[config.mk]
export PLATFORM = sky130hd
export DESIGN_NAME = eqc_top
export DESIGN_NICKNAME = d
export VERILOG_FILES = /design/src/rtl/eqc_pkg.sv /design/src/rtl/eqc_top.sv
export SDC_FILE = /design/constraint.sdc
export NUM_CORES = 1
export LEC_CHECK = 0
export CORE_MARGIN = 2
export CORE_UTILIZATION = 38
export DETAILED_ROUTE_END_ITERATION = 10
export DONT_BUFFER_PORTS = 1
export GPL_ROUTABILITY_DRIVEN = 0
export PLACE_DENSITY = 0.55
export SLEW_MARGIN = 20
export SYNTH_ARGS = -nofsm -noshare
export SYNTH_HDL_FRONTEND = slang
export SYNTH_SLANG_ARGS = --single-unit
[constraint.sdc]
create_clock -name clk_sys_i -period 2.1 [get_ports clk_sys_i]
set_input_delay 0.63 -clock clk_sys_i [delete_from_list [all_inputs] [get_ports clk_sys_i]]
set_output_delay 0.63 -clock clk_sys_i [all_outputs]
set_load 0.01 [all_outputs]
[src/rtl/eqc_pkg.sv]
// Constants and state type for the equalizer setting control block.
// Assumes three-level strap pins are sensed by pad logic into a 2-bit level.
//
// Overview of operation
// - Select pin high selects short-channel optimisation.
// - Select pin low or open selects long-channel.
// - Strap mode: boost code from boost strap.
// - Serial mode: sixteen boost codes, per channel.
// - Strap mode: gain code from gain strap.
// - Serial mode: gain per channel, independent.
// - Strap mode: swing code from swing strap.
// - Serial mode: swing per channel, independent.
// - Enable high powers down all output stages.
// - Enable open powers up all channels.
// - Enable low holds reset, refuses writes.
// - Serial mode loads power state from enable only on leaving reset.
// - One programming block holds all channel controls.

package eqc_pkg;

	// ==========================================================
	// Sizes and channel-loss figures
	// ==========================================================
	// Number of equalizer channels.
	localparam int NCH = 4;
	// Upper loss bound of the short case, in dB.
	localparam int SHORT_MAX_LOSS_DB = 18;
	// Upper loss bound of the long case, in dB.
	localparam int LONG_MAX_LOSS_DB = 33;

	// ==========================================================
	// Three-level pin encoding
	// ==========================================================
	// Pad sense codes; 2'h3 is treated like open.
	localparam logic [1:0] LVL_LOW  = 2'h0;
	localparam logic [1:0] LVL_OPEN = 2'h1;
	localparam logic [1:0] LVL_HIGH = 2'h2;

	// ==========================================================
	// Strap decode values
	// ==========================================================
	// Boost codes, long case.
	localparam logic [3:0] BOOST_LONG_HI = 4'hE;
	localparam logic [3:0] BOOST_LONG_OP = 4'h9;
	localparam logic [3:0] BOOST_LONG_LO = 4'h5;
	// Boost codes, short case.
	localparam logic [3:0] BOOST_SHRT_HI = 4'h9;
	localparam logic [3:0] BOOST_SHRT_OP = 4'h5;
	localparam logic [3:0] BOOST_SHRT_LO = 4'h3;
	// Gain codes, long case.
	localparam logic [1:0] GAIN_LONG_HI = 2'h3;
	localparam logic [1:0] GAIN_LONG_OP = 2'h2;
	localparam logic [1:0] GAIN_LONG_LO = 2'h1;
	// Gain codes, short case.
	localparam logic [1:0] GAIN_SHRT_HI = 2'h2;
	localparam logic [1:0] GAIN_SHRT_OP = 2'h1;
	localparam logic [1:0] GAIN_SHRT_LO = 2'h0;
	// Swing codes, same for both cases.
	localparam logic [1:0] SWING_HI = 2'h3;
	localparam logic [1:0] SWING_OP = 2'h2;
	localparam logic [1:0] SWING_LO = 2'h1;

	// ==========================================================
	// Register defaults after any reset
	// ==========================================================
	localparam logic [3:0] BOOST_DEF = 4'h9;
	localparam logic [1:0] GAIN_DEF  = 2'h2;
	localparam logic [1:0] SWING_DEF = 2'h2;
	// Output stages stay off while in reset.
	localparam logic [3:0] PD_DEF    = 4'hF;

	// ==========================================================
	// Write field select bits
	// ==========================================================
	localparam int SEL_BOOST = 0;
	localparam int SEL_GAIN  = 1;
	localparam int SEL_SWING = 2;
	localparam int SEL_PD    = 3;

	// ==========================================================
	// State
	// ==========================================================
	// Startup phase: sample mode, hold in reset, run.
	typedef enum logic [1:0] {
		EQC_PH_POR,
		EQC_PH_HOLD,
		EQC_PH_RUN
	} eqc_phase_t;

	// Whole programming block of the device.
	typedef struct packed {
		eqc_phase_t       ph;
		logic             serial;
		logic             short_opt;
		logic [3:0][3:0]  boost;
		logic [3:0][1:0]  gain;
		logic [3:0][1:0]  swing;
		logic [3:0]       pd;
	} eqc_state_t;

	// Value taken on power-on reset.
	localparam eqc_state_t RST_STATE = '{
		ph:        EQC_PH_POR,
		serial:    1'b0,
		short_opt: 1'b0,
		boost:     {4{BOOST_DEF}},
		gain:      {4{GAIN_DEF}},
		swing:     {4{SWING_DEF}},
		pd:        PD_DEF
	};

endpackage

[src/rtl/eqc_top.sv]
// Equalizer setting control: straps or per-channel writes to channel codes.
// Assumes all inputs are synchronous to clk_sys_i; rst_i is power-on reset.
`timescale 1ns/100ps
`default_nettype none

module eqc_top (
	// Clock and power-on reset
	input  wire logic        clk_sys_i,
	input  wire logic        rst_i,
	// Board straps
	input  wire logic        serial_mode_i,
	input  wire logic [1:0]  chan_len_lvl_i,
	input  wire logic [1:0]  boost_level_strap_i,
	input  wire logic [1:0]  gain_strap_i,
	input  wire logic [1:0]  swing_strap_i,
	input  wire logic [1:0]  enable_lvl_i,
	// Per-channel write port from the serial bus
	input  wire logic        wr_valid_i,
	output logic             wr_ready_o,
	input  wire logic [1:0]  wr_chan_i,
	input  wire logic [3:0]  wr_sel_i,
	input  wire logic [3:0]  wr_boost_i,
	input  wire logic [1:0]  wr_gain_i,
	input  wire logic [1:0]  wr_swing_i,
	input  wire logic        wr_pd_i,
	// Channel settings to the analog stages
	output logic [15:0]      boost_code_o,
	output logic [7:0]       wideband_gain_code_o,
	output logic [7:0]       swing_code_o,
	output logic [3:0]       out_pd_o,
	output logic             short_opt_o,
	// Status
	output logic             serial_mode_o,
	output logic             in_reset_o
);

	// ==========================================================
	// Strap decode helpers
	// ==========================================================
	// Level code 2'h3 falls to the open branch, so an odd pad reading stays harmless.
	// Boost code for a strap level and channel case.
	function automatic logic [3:0] f_boost(
		input logic [1:0] lvl,
		input logic       shrt
	);
		logic [3:0] r;
		r = shrt ? eqc_pkg::BOOST_SHRT_OP : eqc_pkg::BOOST_LONG_OP;
		if (lvl == eqc_pkg::LVL_HIGH) begin
			r = shrt ? eqc_pkg::BOOST_SHRT_HI : eqc_pkg::BOOST_LONG_HI;
		end else if (lvl == eqc_pkg::LVL_LOW) begin
			r = shrt ? eqc_pkg::BOOST_SHRT_LO : eqc_pkg::BOOST_LONG_LO;
		end
		return r;
	endfunction

	// Gain code for a strap level and channel case.
	function automatic logic [1:0] f_gain(
		input logic [1:0] lvl,
		input logic       shrt
	);
		logic [1:0] r;
		r = shrt ? eqc_pkg::GAIN_SHRT_OP : eqc_pkg::GAIN_LONG_OP;
		if (lvl == eqc_pkg::LVL_HIGH) begin
			r = shrt ? eqc_pkg::GAIN_SHRT_HI : eqc_pkg::GAIN_LONG_HI;
		end else if (lvl == eqc_pkg::LVL_LOW) begin
			r = shrt ? eqc_pkg::GAIN_SHRT_LO : eqc_pkg::GAIN_LONG_LO;
		end
		return r;
	endfunction

	// Swing code; the channel case plays no part here.
	function automatic logic [1:0] f_swing(input logic [1:0] lvl);
		logic [1:0] r;
		r = eqc_pkg::SWING_OP;
		if (lvl == eqc_pkg::LVL_HIGH) begin
			r = eqc_pkg::SWING_HI;
		end else if (lvl == eqc_pkg::LVL_LOW) begin
			r = eqc_pkg::SWING_LO;
		end
		return r;
	endfunction

	// ==========================================================
	// State and decoded pin levels
	// ==========================================================
	eqc_pkg::eqc_state_t  st_q;      // Registered programming block.
	eqc_pkg::eqc_state_t  st_d;      // Next value.
	logic                 en_low;    // Enable pin holds reset.
	logic                 en_high;   // Enable pin asks for power-down.
	logic                 len_short; // Select pin asks for short case.
	logic                 wr_acc;    // A write is taken this cycle.
	logic [3:0]           exp_boost; // Strap decode of boost.
	logic [1:0]           exp_gain;  // Strap decode of gain.
	logic [1:0]           exp_swing; // Strap decode of swing.

	// Pin levels; an open select pin reads as long.
	assign en_low    = (enable_lvl_i == eqc_pkg::LVL_LOW);
	assign en_high   = (enable_lvl_i == eqc_pkg::LVL_HIGH);
	assign len_short = (chan_len_lvl_i == eqc_pkg::LVL_HIGH);
	assign exp_boost = f_boost(boost_level_strap_i, len_short);
	assign exp_gain  = f_gain(gain_strap_i, len_short);
	assign exp_swing = f_swing(swing_strap_i);

	// Ready is combinational, so a write that meets enable falling is refused in that cycle.
	// refuse writes in reset
	assign wr_ready_o = st_q.serial && (st_q.ph == eqc_pkg::EQC_PH_RUN)
		&& !en_low;
	assign wr_acc = wr_valid_i && wr_ready_o;

	// ==========================================================
	// Next-state logic
	// ==========================================================
	// All channel controls live in one block; straps or writes feed it.
	always_comb begin
		st_d = st_q;
		case (st_q.ph)
			// Mode select is sampled once, right after power-on reset.
			eqc_pkg::EQC_PH_POR: begin
				st_d.serial = serial_mode_i;
				st_d.ph     = eqc_pkg::EQC_PH_HOLD;
			end
			// Held at defaults until the enable pin leaves low.
			// Writes cannot land here, as ready stays low until RUN.
			eqc_pkg::EQC_PH_HOLD: begin
				if (!en_low) begin
					st_d.pd = {4{en_high}};
					st_d.ph = eqc_pkg::EQC_PH_RUN;
				end
			end
			eqc_pkg::EQC_PH_RUN: begin
				if (en_low) begin
					st_d       = eqc_pkg::RST_STATE;
					st_d.serial = st_q.serial;
					st_d.ph     = eqc_pkg::EQC_PH_HOLD;
				end else begin
					st_d.short_opt = len_short;
					if (!st_q.serial) begin
						st_d.boost = {4{exp_boost}};
						st_d.gain  = {4{exp_gain}};
						st_d.swing = {4{exp_swing}};
						st_d.pd    = {4{en_high}};
					end else if (wr_acc) begin
						if (wr_sel_i[eqc_pkg::SEL_BOOST]) begin
							st_d.boost[wr_chan_i] = wr_boost_i;
						end
						if (wr_sel_i[eqc_pkg::SEL_GAIN]) begin
							st_d.gain[wr_chan_i] = wr_gain_i;
						end
						if (wr_sel_i[eqc_pkg::SEL_SWING]) begin
							st_d.swing[wr_chan_i] = wr_swing_i;
						end
						// Output enable is part of the same block.
						if (wr_sel_i[eqc_pkg::SEL_PD]) begin
							st_d.pd[wr_chan_i] = wr_pd_i;
						end
					end
				end
			end
			// Unused encoding recovers through the sampling phase.
			default: begin
				st_d = eqc_pkg::RST_STATE;
			end
		endcase
		// Power-on reset overrides everything.
		if (rst_i) begin
			st_d = eqc_pkg::RST_STATE;
		end
	end

	// ==========================================================
	// State register
	// ==========================================================
	// Reset is folded into st_d, so this stays a plain flop bank.
	// Every pin is taken as synchronous to clk_sys_i, so no synchroniser sits in front.
	always_ff @(posedge clk_sys_i) begin
		st_q <= st_d;
	end

	// ==========================================================
	// Outputs other than wr_ready_o, all from flops, in_reset_o by a decode of the phase
	// ==========================================================
	assign boost_code_o         = st_q.boost;
	assign wideband_gain_code_o = st_q.gain;
	assign swing_code_o         = st_q.swing;
	assign out_pd_o             = st_q.pd;
	assign short_opt_o          = st_q.short_opt;
	assign serial_mode_o        = st_q.serial;
	// Status decodes the registered phase only, so it never follows a pin directly.
	assign in_reset_o           = (st_q.ph != eqc_pkg::EQC_PH_RUN);

	// Helper terms shared by several properties below.
	logic strap_run; // Running in strap mode with enable not low.
	logic ser_run;   // Running in serial mode with enable not low.
	assign strap_run = (st_q.ph == eqc_pkg::EQC_PH_RUN) && !st_q.serial
		&& !en_low;
	assign ser_run = (st_q.ph == eqc_pkg::EQC_PH_RUN) && st_q.serial
		&& !en_low;
endmodule

`default_nettype wire

==> Yosys cells after proc, flatten, opt, wreduce, memory -nomap -nowiden <==
Index checks and enable logic that the tools add are counted.
{ "classes": {"muxes": 36, "bitwise": 4, "n_eq_ne": 15, "n_shift": 0, "reduce_logical": 17, "multipliers": 0, "add_sub_neg": 0, "n_div": 0, "magnitude_cmp": 2} }
{ "op_table": {"columns": ["operator", "count"], "rows": [
  ["36-bit 2-to-1 mux", 2],
  ["33-bit one-hot mux with 2 select lines", 1],
  ["37-bit 2-to-1 mux", 1],
  ["4-bit 2-to-1 mux", 6],
  ["4-bit inequality test, second input constant", 5],
  ["16-bit bitwise mux", 1],
  ["8-bit bitwise mux", 2],
  ["16-bit 2-to-1 mux", 1],
  ["8-bit 2-to-1 mux", 2],
  ["2-bit 2-to-1 mux", 7],
  ["2-bit == test, second input constant", 6],
  ["4-bit one-hot mux with 3 select lines", 1],
  ["2-bit zero test", 5],
  ["3-bit 2-to-1 mux", 3],
  ["3-bit AND reduction", 3],
  ["4-bit demux with 2-bit select", 1],
  ["2-bit inequality test, second input constant", 3],
  ["2-bit one-hot mux with 3 select lines", 1],
  ["4-bit bitwise mux", 1],
  ["2-bit demux with 2-bit select", 1],
  ["1-bit logical AND", 4],
  ["1-bit inverter", 4],
  ["2-bit AND reduction", 2],
  ["4-bit AND reduction", 1],
  ["other kinds (8)", 10]
]} }
{ "word_totals": {"memories": 0, "latchBits": 0, "mem_bits_ro": 0, "out_inout_bits": 40, "regBits": 40, "word_cells": 90, "ram_bits": 0, "input_bits": 29} }

==> Depth between registers and ports, before layout <==
Gate-level depths: netlist of run 1.
{ "depth": {"ltp_word": 10, "ltp_mapped": 9} }

==> Worst setup path before layout of run 1 <==
OpenSTA, ideal clock, no wires.
{ "synth_path": {"kind": "input -> register", "from": "input chan_len_lvl_i[0]", "to": "register st_q (netlist bit boost_code_o[6])", "setup_ps": 116, "setup_slack_ps": 287, "required_time_ps": 1984, "path_stages": 5, "arrival_ps": 1697, "cell_sequence": "nand2b_1 -> inv_1 -> ha_1 -> o311a_1 -> a31o_1"} }
{ "synth_via": {"elab_chain_cells": 7, "word_cells_on_any_way": 9} }
{ "synth_lines": {"columns": ["element", "line", "source"], "rows": [
  ["from (decl)", "eqc_top.sv:12", "input wire logic [1:0] chan_len_lvl_i,"],
  ["2-bit == test (*)", "eqc_top.sv:99", "assign len_short = (chan_len_lvl_i == eqc_pkg::LVL_HIGH);"],
  ["4-bit 2-to-1 mux / 3-bit 2-to-1 mux (equally long branches)", "eqc_top.sv:47, eqc_top.sv:51", null],
  ["4-bit 2-to-1 mux", "eqc_top.sv:50", "end else if (lvl == eqc_pkg::LVL_LOW) begin"],
  ["4-bit 2-to-1 mux (*)", "eqc_top.sv:48", "if (lvl == eqc_pkg::LVL_HIGH) begin"],
  ["36-bit 2-to-1 mux (*)", "eqc_top.sv:137", "if (!st_q.serial) begin"],
  ["37-bit 2-to-1 mux (*)", "eqc_top.sv:131", "if (en_low) begin"],
  ["33-bit one-hot mux with 2 select lines (*)", "eqc_top.sv:116", "case (st_q.ph)"],
  ["to (signal assigned)", "eqc_top.sv:176", "st_q <= st_d;"],
  ["to (decl)", "eqc_top.sv:86", "eqc_pkg::eqc_state_t st_q;"]
]} }
Every way passes the cells marked *; elsewhere a longest branch is shown, timed or not.
A chain may end at the register's enable or synchronous reset.

==> Worst setup path in the final report of run 1 <==
{ "layout_path": {"from": "register st_q[38] (netlist name)", "to": "output wr_ready_o"} }
{ "layout_via": {"elab_chain_cells": 3} }
{ "layout_lines": {"columns": ["element", "line", "source"], "rows": [
  ["2-bit == test", "eqc_top.sv:106", "assign wr_ready_o = st_q.serial && (st_q.ph == eqc_pkg::EQC_PH_RUN)"],
  ["1-bit logical AND (2 in series)", null, null],
  ["to (decl)", "eqc_top.sv:19", "output logic wr_ready_o,"]
]} }
No other way between the ends.

==> results of run 1 <==
[synth_stat cells, types with 2 or more instances]
cell,instances
a211o_1,2
a21oi_1,17
a21oi_2,7
a21oi_4,4
a22oi_1,3
a31o_1,6
a31oi_1,8
buf_2,8
buf_4,40
buf_6,2
clkbuf_1,3
dfxtp_1,40
ha_1,5
inv_1,13
inv_2,2
nand2_1,25
nand2b_1,9
nand3_1,13
nand3b_1,2
nand4_1,5
nand4b_1,6
nor2_1,27
nor2b_1,2
nor3_1,7
nor3b_1,10
nor4bb_1,2
o2111a_1,3
o211ai_1,2
o21a_1,2
o21ai_0,8
o21ai_1,9
o311a_1,2
o311ai_0,2
o31ai_1,6
o32ai_1,3
or2_2,2
[where the power goes]
group / internal, mW / total [mW] / leakage, nW / switching, mW
registers: 0.899 / 1.07 / 0.325 / 0.170
clock network: 0.263 / 0.552 / 0.0510 / 0.289
logic: 0.462 / 1.25 / 0.531 / 0.784
total: 1.62 / 2.87 / 0.907 / 1.24
[layout by cell type, fill, tap and decap left out, types with 2 or more instances in the layout]
cell / instances
a22oi_1: 3
clkinv_2: 2
inv_2: 2
a31oi_1: 8
nand4_1: 5
o21ai_1: 9
o311ai_0: 2
nor3_1: 7
or2_2: 2
a21oi_2: 7
nand3b_1: 2
nand2b_1: 9
nand2_1: 25
nand3_1: 13
o211ai_1: 2
a211o_1: 2
o21a_1: 2
o2111a_1: 3
nor4bb_1: 2
nor2_1: 27
inv_1: 13
o311a_1: 2
nor2b_1: 2
a21oi_4: 4
nor3b_1: 10
o21ai_0: 8
a21oi_1: 17
nand4b_1: 6
o32ai_1: 3
a31o_1: 6
o31ai_1: 6
clkbuf_8: 6
buf_4: 12
dfxtp_1: 40
ha_1: 4
[final timing paths]
check                                        end  slack (ps)  cells past startpoint
worst max-delay path                  wr_ready_o         180                      4
worst min-delay path             swing_code_o[2]         390                      1
worst max register to register  boost_code_o[15]         210                      6
worst min register to register   swing_code_o[0]         500                      2
[cell type report]
cell class | instances | area, um2 | area share [%]
Clock buffer | 6 | 82.6 | 3.23
Clock inverter | 2 | 10.0 | 0.391
Inverter | 15 | 56.3 | 2.20
Multi-Input combinational cell | 217 | 1420 | 55.5
Sequential cell | 40 | 801 | 31.3
Tap cell | 80 | 100 | 3.91
Timing Repair Buffer | 12 | 90.1 | 3.52
[state kept, by name, summed over array words and instances, names as in the netlist]
name                  cells
short_opt_o               1
swing_code_o              8
wideband_gain_code_o      8
serial_mode_o             1
st_q                      2
out_pd_o                  4
boost_code_o             16
[metrics by stage]
step | worst slack (ps) | hold slack (ps) | utilization, % | std cells
CTS | 79.4 | 384 | 37.8 | 372
detailed placement | 211 | 491 | 36.5 | 364
global placement | 242 | 487 | 36.5 | 364
global route | 71.7 | 377 | 37.9 | 372
finish | 179 | 391 | 37.9 | 372
floorplan | 287 | 432 | - | 325
[cell families (layout without fill, tap and decap cells)]
| group | after synthesis | count (layout) | share of synthesized area [%] |
|---|---|---|---|
| adder cells (fa/ha/maj) | 5 | 5 | 2.36 |
| AO/OA/AOI/OAI | 92 | 92 | 26.3 |
| XOR/XNOR | 1 | 1 | 0.331 |
| AND/OR/NAND/NOR | 118 | 118 | 24.1 |
| multiplexers | 1 | 1 | 0.378 |
| buffers and inverters | 68 | 35 | 16.3 |
| flip-flops | 40 | 40 | 30.2 |
[critical path, cell delays in order, from the launching register on]
cell and delay, ps:
dfxtp_1 330, inv_1 100, ha_2 280, o211ai_2 130, inv_2 140
[metal layers]
metal  vias to the layer above  track usage [%]  routed length, um  part of all wire (%)
met5                         -                0                  0                     0
met4                         0             6.01                 91                   1.3
met3                        10             5.59                594                   8.6
met2                        72             29.1               3150                    45
met1                       968             24.5               3090                    45
li1                       1072                -                  -                     -
[what timing repair did]
item,4_1_cts,5_1_grt
hold buffers,0,0
endpoints found under the setup margin,0,1
resized for setup,0,1
==> flow_metrics.py, run 1 <==
metrics = {
    "routing": {
        "ant_nets": 0,
        "route.vias.total": 2122,
        "vias_per_cell": 5.70,
        "drt_iter0_markers": 105,
        "drc": 0,
        "dr.pass1.iters": 4,
        "routed_wl_um": 6930,
        "detail_route.wl_per_cell_um": 18.6,
    },
    "global_routing": {
        "globalRouteOverflowTotal": 0,
        "grt_pass1_vias": 2035,
        "grt_max_degree": 26,
        "grt_pass1_wl_um": 10900,
        "gr-usage-all-layers_pct": 18.6,
        "antenna_found_initial": 0,
    },
    "place": {
        "hpwl_um": 5200,
        "placed_area_um2": 2460,
        "portBuffers": 0,
    },
    "clocking": {
        "clock-sinks": 40,
        "cts_root_buffer": "clkbuf_8",
        "insertion_delay_ps": 300,
        "cts_setup_buffers": 0,
        "htreeDepth": 2,
        "path_clk_slew_ps": 80,
        "ctsLongestPathBuffers": 2,
        "cts_buffers": 5,
        "cts_tree": "done",
    },
    "worst_setup_path": {
        "worstSetupPathType": "register to output pin",
        "rr_startpoint": "st_q[39]",
        "crit_start": "st_q[38]",
        "cp-end-kind": "output pin",
        "start_kind": "register",
        "crit_fanout": 9,
        "required_ps": 1470,
        "crit_arrival_ps": 1290,
    },
    "synth": {
        "seq_area_frac_synth_pct": 30.2,
        "yosysUniqueCellTypes": 54,
        "synth.avg_cell_area_um2": 8.15,
        "synth-seq-cells": 40,
        "ys.flop_type": "dfxtp_1",
        "postSynthCellCount": 325,
        "yosys-top-cells-area": "dfxtp_1 (30%), buf_4 (11%), nor2_1 (3.8%)",
        "ys_async_sr_fraction_pct": 0,
        "yosysWarnings": 0,
        "syn_nets": 359,
        "yosys.area.top_type_share_pct": 30.2,
        "synth.cell_area_um2": 2650,
        "synth_edf_count": 0,
        "synth_top_area_cell": "dfxtp_1",
    },
    "timing": {
        "tns_ps": 0,
        "drv_slew": 0,
        "rsz0062_at_grt": "false",
        "tightestPinTransition_ps": 520,
        "relSlewSlack_pct": 65.0,
        "finalHoldViolations": 0,
        "skew_ps": 3.42,
        "finalSetupViolations": 0,
        "finalCritPeriodShare_pct": 91.5,
        "fin_crit_ps": 1920,
        "max_freq_mhz": 521,
    },
    "power": {
        "cellLeakagePower_nw": 0.907,
        "pwr_density_cell_nw_per_um2": 1120,
        "finalPower_mw": 2.87,
        "irDropWorstVdd_mv": 0.524,
    },
    "finish": {
        "drive_gt1_share_pct": 15.1,
        "area_delta_synth_final_pct": -3.36,
        "fin_area_um2": 2560,
        "nets": 325,
        "fill_cells": 708,
        "diodes": 0,
    },
    "die": {
        "start_util_pct": 39.2,
        "ioPinCount": 69,
        "fp-row-count": 30,
        "fp.coreArea_um2": 6760,
        "die_w_um": 87.5,
        "dieArea_um2": 7650,
        "die_h_um": 87.5,
    },
    "flow_run": {
        "drv_cap": 0,
    },
    "outcome": {
        "status": "complete, no violations",
    },
    "worst_hold_path": {
        "min-delay-start": "rst_i",
        "worstHoldPathType": "input pin to register",
    },
}
Power figures use the tool's default switching activity.
==> run 2: changes to the inputs <==
- REMOVE_ABC_BUFFERS: default -> 1
- clock period: 2.1 -> 1.8 ns (I/O delays scaled with it)
==> run 2 against run 1 <==
Sequential power up 18%. Clock-buffer cell count up 2. Final cell count up 2.7%. First-iteration DRC count up 9.5%. Combinational power up 38%. Non-clock buffer count up 10. Global-route usage up 1.1 points. Cell area up 5.8%. Critical path type unchanged.
==> flow_metrics.py, run 2 (synthesis results as in run 1) <==
metrics = {
    "power": {
        "irDropWorstVdd_mv": 0.572,
        "power.sequential.fraction_pct": 34.8,
        "switching_share_pct": 41.7,
        "p_sw_mw": 1.51,
        "internal-power_mw": 2.11,
        "combPwrFrac_pct": 47.8,
        "pwr_density_cell_nw_per_um2": 1340,
        "cellLeakagePower_nw": 0.968,
        "clkPwrFrac_pct": 17.5,
        "finalPower_mw": 3.62,
    },
    "clocking": {
        "htreeDepth": 2,
        "cts_root_buffer": "clkbuf_8",
        "cts_tree": "done",
        "ctsLongestPathBuffers": 2,
        "hold_buffers": 0,
        "insertion_delay_ps": 290,
        "path_clk_slew_ps": 80,
        "cts_buffers": 5,
        "clock-sinks": 40,
    },
    "finish": {
        "nets": 335,
        "finalNonFillerCells": 382,
        "drive_gt1_share_pct": 18.5,
        "fill_cells": 694,
        "largest_reg_flops": 16,
        "fin_area_um2": 2710,
        "diodes": 0,
        "final_cell_mix": "dfxtp_1 (37), nor2_1 (27), nand2_1 (25), buf_4 (18), a21oi_1 (17)",
        "area_delta_synth_final_pct": 2.22,
        "fin_util_pct": 40.1,
        "final_common_cell": "dfxtp_1",
    },
    "routing": {
        "drt_iter0_markers": 115,
        "met2_length_um": 3440,
        "route.vias.total": 2231,
        "dr.pass1.iters": 4,
        "vias_per_cell": 5.84,
        "ant_nets": 0,
        "route.met3.wl_um": 712,
        "topRoutingLayerUsed": "met4",
        "routed_wl_um": 7280,
        "drc": 0,
        "detail_route.wl_per_cell_um": 19.1,
        "m1WireLength_um": 3020,
    },
    "die": {
        "start_util_pct": 39.2,
        "die_h_um": 87.5,
        "ioPinCount": 69,
        "fp.coreArea_um2": 6760,
        "fp-row-count": 30,
        "die_w_um": 87.5,
        "dieArea_um2": 7650,
    },
    "timing": {
        "finalHoldViolations": 0,
        "finalCritPeriodShare_pct": 98.1,
        "drv_slew": 0,
        "relSlewSlack_pct": 56.2,
        "max_freq_mhz": 566,
        "tightestPinTransition_ps": 653,
        "fin_crit_ps": 1770,
        "rsz0062_at_grt": "true",
        "skew_ps": 2.90,
        "hold_slack_ps": 301,
        "finalSetupViolations": 0,
        "tns_ps": 0,
        "finalWorstSetupSlack_ps": 34.6,
    },
    "worst_hold_path": {
        "worstHoldPathType": "input pin to register",
    },
    "worst_setup_path": {
        "crit_arrival_ps": 1230,
        "crit_fanout": 8,
        "start_kind": "register",
        "required_ps": 1260,
        "cp-end-kind": "output pin",
        "worstSetupPathType": "register to output pin",
    },
    "outcome": {
        "status": "complete, no violations",
    },
    "global_routing": {
        "grt_pass1_wl_um": 11600,
        "gr-usage-all-layers_pct": 19.7,
        "grt_pass1_vias": 2187,
        "globalRouteOverflowTotal": 0,
        "antenna_found_initial": 0,
        "grt_max_degree": 34,
    },
    "place": {
        "portBuffers": 0,
        "hpwl_um": 5290,
        "dp.cells": 372,
        "placed_area_um2": 2560,
        "pre_cts_slack_ps": 19.4,
    },
    "flow_run": {
        "drv_cap": 0,
    },
}
run 2: cell types whose count changed in the layout (fill, tap and decap cells not counted), sizes merged:
cell and change:
buf +10, clkbuf +2, clkinv -2
run 2: what timing repair did:
item | in CTS | in global routing
buffers inserted | 1 | 1
pin swaps | 0 | 1
setup endpoints to repair | 2 | 7
hold endpoints to repair | 0 | 0
resized for setup | 8 | 4
run 2: cell type report:
| class | count | area [um2] | area share, % |
|---|---|---|---|
| Timing Repair Buffer | 22 | 210 | 7.77 |
| Clock buffer | 8 | 90.1 | 3.33 |
| Tap cell | 80 | 100 | 3.70 |
| Inverter | 15 | 56.3 | 2.08 |
| Sequential cell | 40 | 807 | 29.8 |
| Multi-Input combinational cell | 217 | 1440 | 53.3 |
run 2: path summary, 6_finish.rpt:
| kind | slack (ps) | endpoint | from | cells after the start |
|---|---|---|---|---|
| setup / recovery | 30 | wr_ready_o | st_q[38] | 5 |
| hold / removal | 300 | serial_mode_o | rst_i | 1 |
| setup reg to reg | 80 | swing_code_o[0] | st_q[39] | 8 |
| hold reg to reg | 500 | short_opt_o | short_opt_o | 2 |
run 2: worst max-delay path, cell delays in order (launching register included):
cell	delay, ps
dfxtp_2	340
inv_2	80
ha_4	170
o211ai_4	90
inv_2	100
buf_8	150
run 2: routing by layer:
metal | global-route usage [%] | vias up
met4 | 7.69 | 0
met5 | 0 | -
met2 | 31.2 | 69
li1 | - | 1092
met3 | 7.30 | 12
met1 | 24.2 | 1058
run 2: power by group through the flow:
stage	combinational (mW)	sequential (mW)	clock [mW]
4_1_cts	1.72	1.26	0.650
3_5_place_dp	1.68	1.27	0
6_report	1.73	1.26	0.633
5_1_grt	1.90	1.29	0.689
3_3_place_gp	1.67	1.26	0
2_1_floorplan	1.02	1.27	0
==> run 3: changes to the inputs <==
- clock period: 1.8 -> 1.7 ns (I/O delays scaled with it)
==> run 3 against run 2 <==
Sequential power rose by 6%. The run now ends with negative setup slack left. Hold slack got worse by 26 ps. Clock power rose by 27%. Via count rose by 2.9%. Largest cell class unchanged. Die area did not move. Worst setup slack got worse by 53 ps.
==> flow_metrics.py, run 3 (synthesis results as in run 1) <==
metrics = {
    "worst_setup_path": {
        "r2r_end": "st_q[39]",
        "rrSetupSlack_ps": 40,
        "start_kind": "register",
        "cp-end-kind": "output pin",
        "crit_arrival_ps": 1210,
        "rr_startpoint": "st_q[39]",
        "worstSetupPathType": "register to output pin",
        "ff2ff_path_depth": 6,
        "crit_fanout": 8,
        "required_ps": 1190,
    },
    "clocking": {
        "htreeDepth": 2,
        "cts_buffers": 5,
        "cts_root_buffer": "clkbuf_8",
        "cts_tree": "done",
        "insertion_delay_ps": 300,
        "clock-sinks": 40,
        "path_clk_slew_ps": 80,
        "hold_buffers": 0,
        "ctsLongestPathBuffers": 2,
    },
    "place": {
        "portBuffers": 0,
        "dp.cells": 387,
        "hpwl_um": 5380,
        "pre_cts_slack_ps": -83.8,
    },
    "timing": {
        "relSlewSlack_pct": 70.0,
        "drv_slew": 0,
        "rsz0062_at_grt": "true",
        "tns_ps": -18.0,
        "finalWorstSetupSlack_ps": -18.0,
        "tightestPinTransition_ps": 445,
        "fin_crit_ps": 1720,
        "hold_slack_ps": 275,
        "finalCritPeriodShare_pct": 101,
        "max_freq_mhz": 582,
        "finalSetupViolations": 1,
        "finalHoldViolations": 0,
        "skew_ps": 4.03,
    },
    "power": {
        "clkPwrFrac_pct": 19.6,
        "finalPower_mw": 4.10,
        "combPwrFrac_pct": 48.0,
        "switching_share_pct": 40.8,
        "pwr_density_cell_nw_per_um2": 1450,
        "cellLeakagePower_nw": 1.04,
        "power.sequential.fraction_pct": 32.3,
        "irDropWorstVdd_mv": 0.692,
        "internal-power_mw": 2.43,
        "p_sw_mw": 1.67,
    },
    "finish": {
        "diodes": 0,
        "area_delta_synth_final_pct": 7.18,
        "final_common_cell": "dfxtp_1",
        "largest_reg_flops": 16,
        "nets": 351,
        "final_cell_mix": "dfxtp_1 (38), buf_4 (37), nor2_1 (26), nand2_1 (25), a21oi_1 (17)",
        "finalNonFillerCells": 398,
        "drive_gt1_share_pct": 24.2,
    },
    "flow_run": {
        "drv_cap": 0,
    },
    "routing": {
        "detail_route.wl_per_cell_um": 18.3,
        "ant_nets": 0,
        "vias_per_cell": 5.77,
        "dr.pass1.iters": 6,
        "drt_iter0_markers": 91,
        "drc": 0,
        "routed_wl_um": 7280,
        "route.vias.total": 2296,
    },
    "global_routing": {
        "grt_max_degree": 26,
        "gr-usage-all-layers_pct": 19.3,
        "antenna_found_initial": 0,
        "globalRouteOverflowTotal": 0,
        "grt_pass1_wl_um": 11300,
        "grt_pass1_vias": 2199,
    },
    "die": {
        "fp-row-count": 30,
        "die_w_um": 87.5,
        "die_h_um": 87.5,
        "dieArea_um2": 7650,
        "start_util_pct": 39.2,
        "fp.coreArea_um2": 6760,
        "ioPinCount": 69,
    },
    "worst_hold_path": {
        "whs_path_depth": 1,
        "min-delay-start": "rst_i",
        "worstHoldPathType": "input pin to register",
        "whs_endpoint": "st_q[38]",
    },
    "outcome": {
        "violations": "negative setup slack",
        "status": "finished, violations left",
    },
}
==> run 3: cell types whose count changed in the layout (fill, tap and decap cells not counted), sizes merged <==
cell | previous run | this run
clkinvlp | 0 | 1
bufinv | 0 | 1
clkbuf | 8 | 5
buf | 22 | 38
clkinv | 0 | 1
==> run 3: area by class of cell <==
cell class	instances	area, um2
sequential	40	808
timing repair buffer	38	293
clock buffer	5	68.8
multi-input combinational	217	1470
inverter	15	58.8
clock inverter	3	42.5
tap	80	100
fill	710	3920
==> run 3: worst max path at each step <==
stage | from | to | cells past startpoint
floorplan | serial_mode_o | out_pd_o[0] | 5
detailed placement | st_q[38] | boost_code_o[15] | 6
global route | st_q[38] | wr_ready_o | 5
global placement | chan_len_lvl_i[0] | boost_code_o[6] | 5
finish | st_q[38] | wr_ready_o | 5
CTS | st_q[38] | wr_ready_o | 5
==> run 3: through the flow <==
| stage | utilization (%) | cell area (um2) |
|---|---|---|
| floorplan | - | 2270 |
| global route | 42.0 | 2840 |
| CTS | 41.4 | 2800 |
| finish | 42.0 | 2840 |
| global placement | 39.0 | 2640 |
| detailed placement | 39.0 | 2640 |
==> run 3: power by group through the flow <==
| stage | combinational, mW | sequential (mW) | clock (mW) |
|---|---|---|---|
| global route | 2.17 | 1.35 | 0.862 |
| finish | 1.97 | 1.33 | 0.806 |
| CTS | 1.93 | 1.31 | 0.825 |
| global placement | 1.84 | 1.32 | 0 |
| detailed placement | 1.85 | 1.32 | 0 |
| floorplan | 1.08 | 1.35 | 0 |
==> run 3: repair_timing <==
action                                  CTS  global route
setup buffers                             1             2
endpoints found under the setup margin   23            24
pin swaps                                 1             3
resized for setup                        10             9
==> run 3: critical path, cell delays in order, from the launching register on <==
cell and delay, ps:
dfxtp_4 370, inv_4 70, ha_4 150, o211ai_4 90, inv_2 80, buf_8 140
==> run 3: layer usage <==
layer,wire length (um),vias to the layer above,global-route usage [%],share of wire [%]
li1,-,1129,-,-
met1,3150,1089,22.4,43
met2,3340,62,32.0,46
met3,613,16,7.20,8.4
met4,175,0,7.55,2.4
met5,0,-,0,0
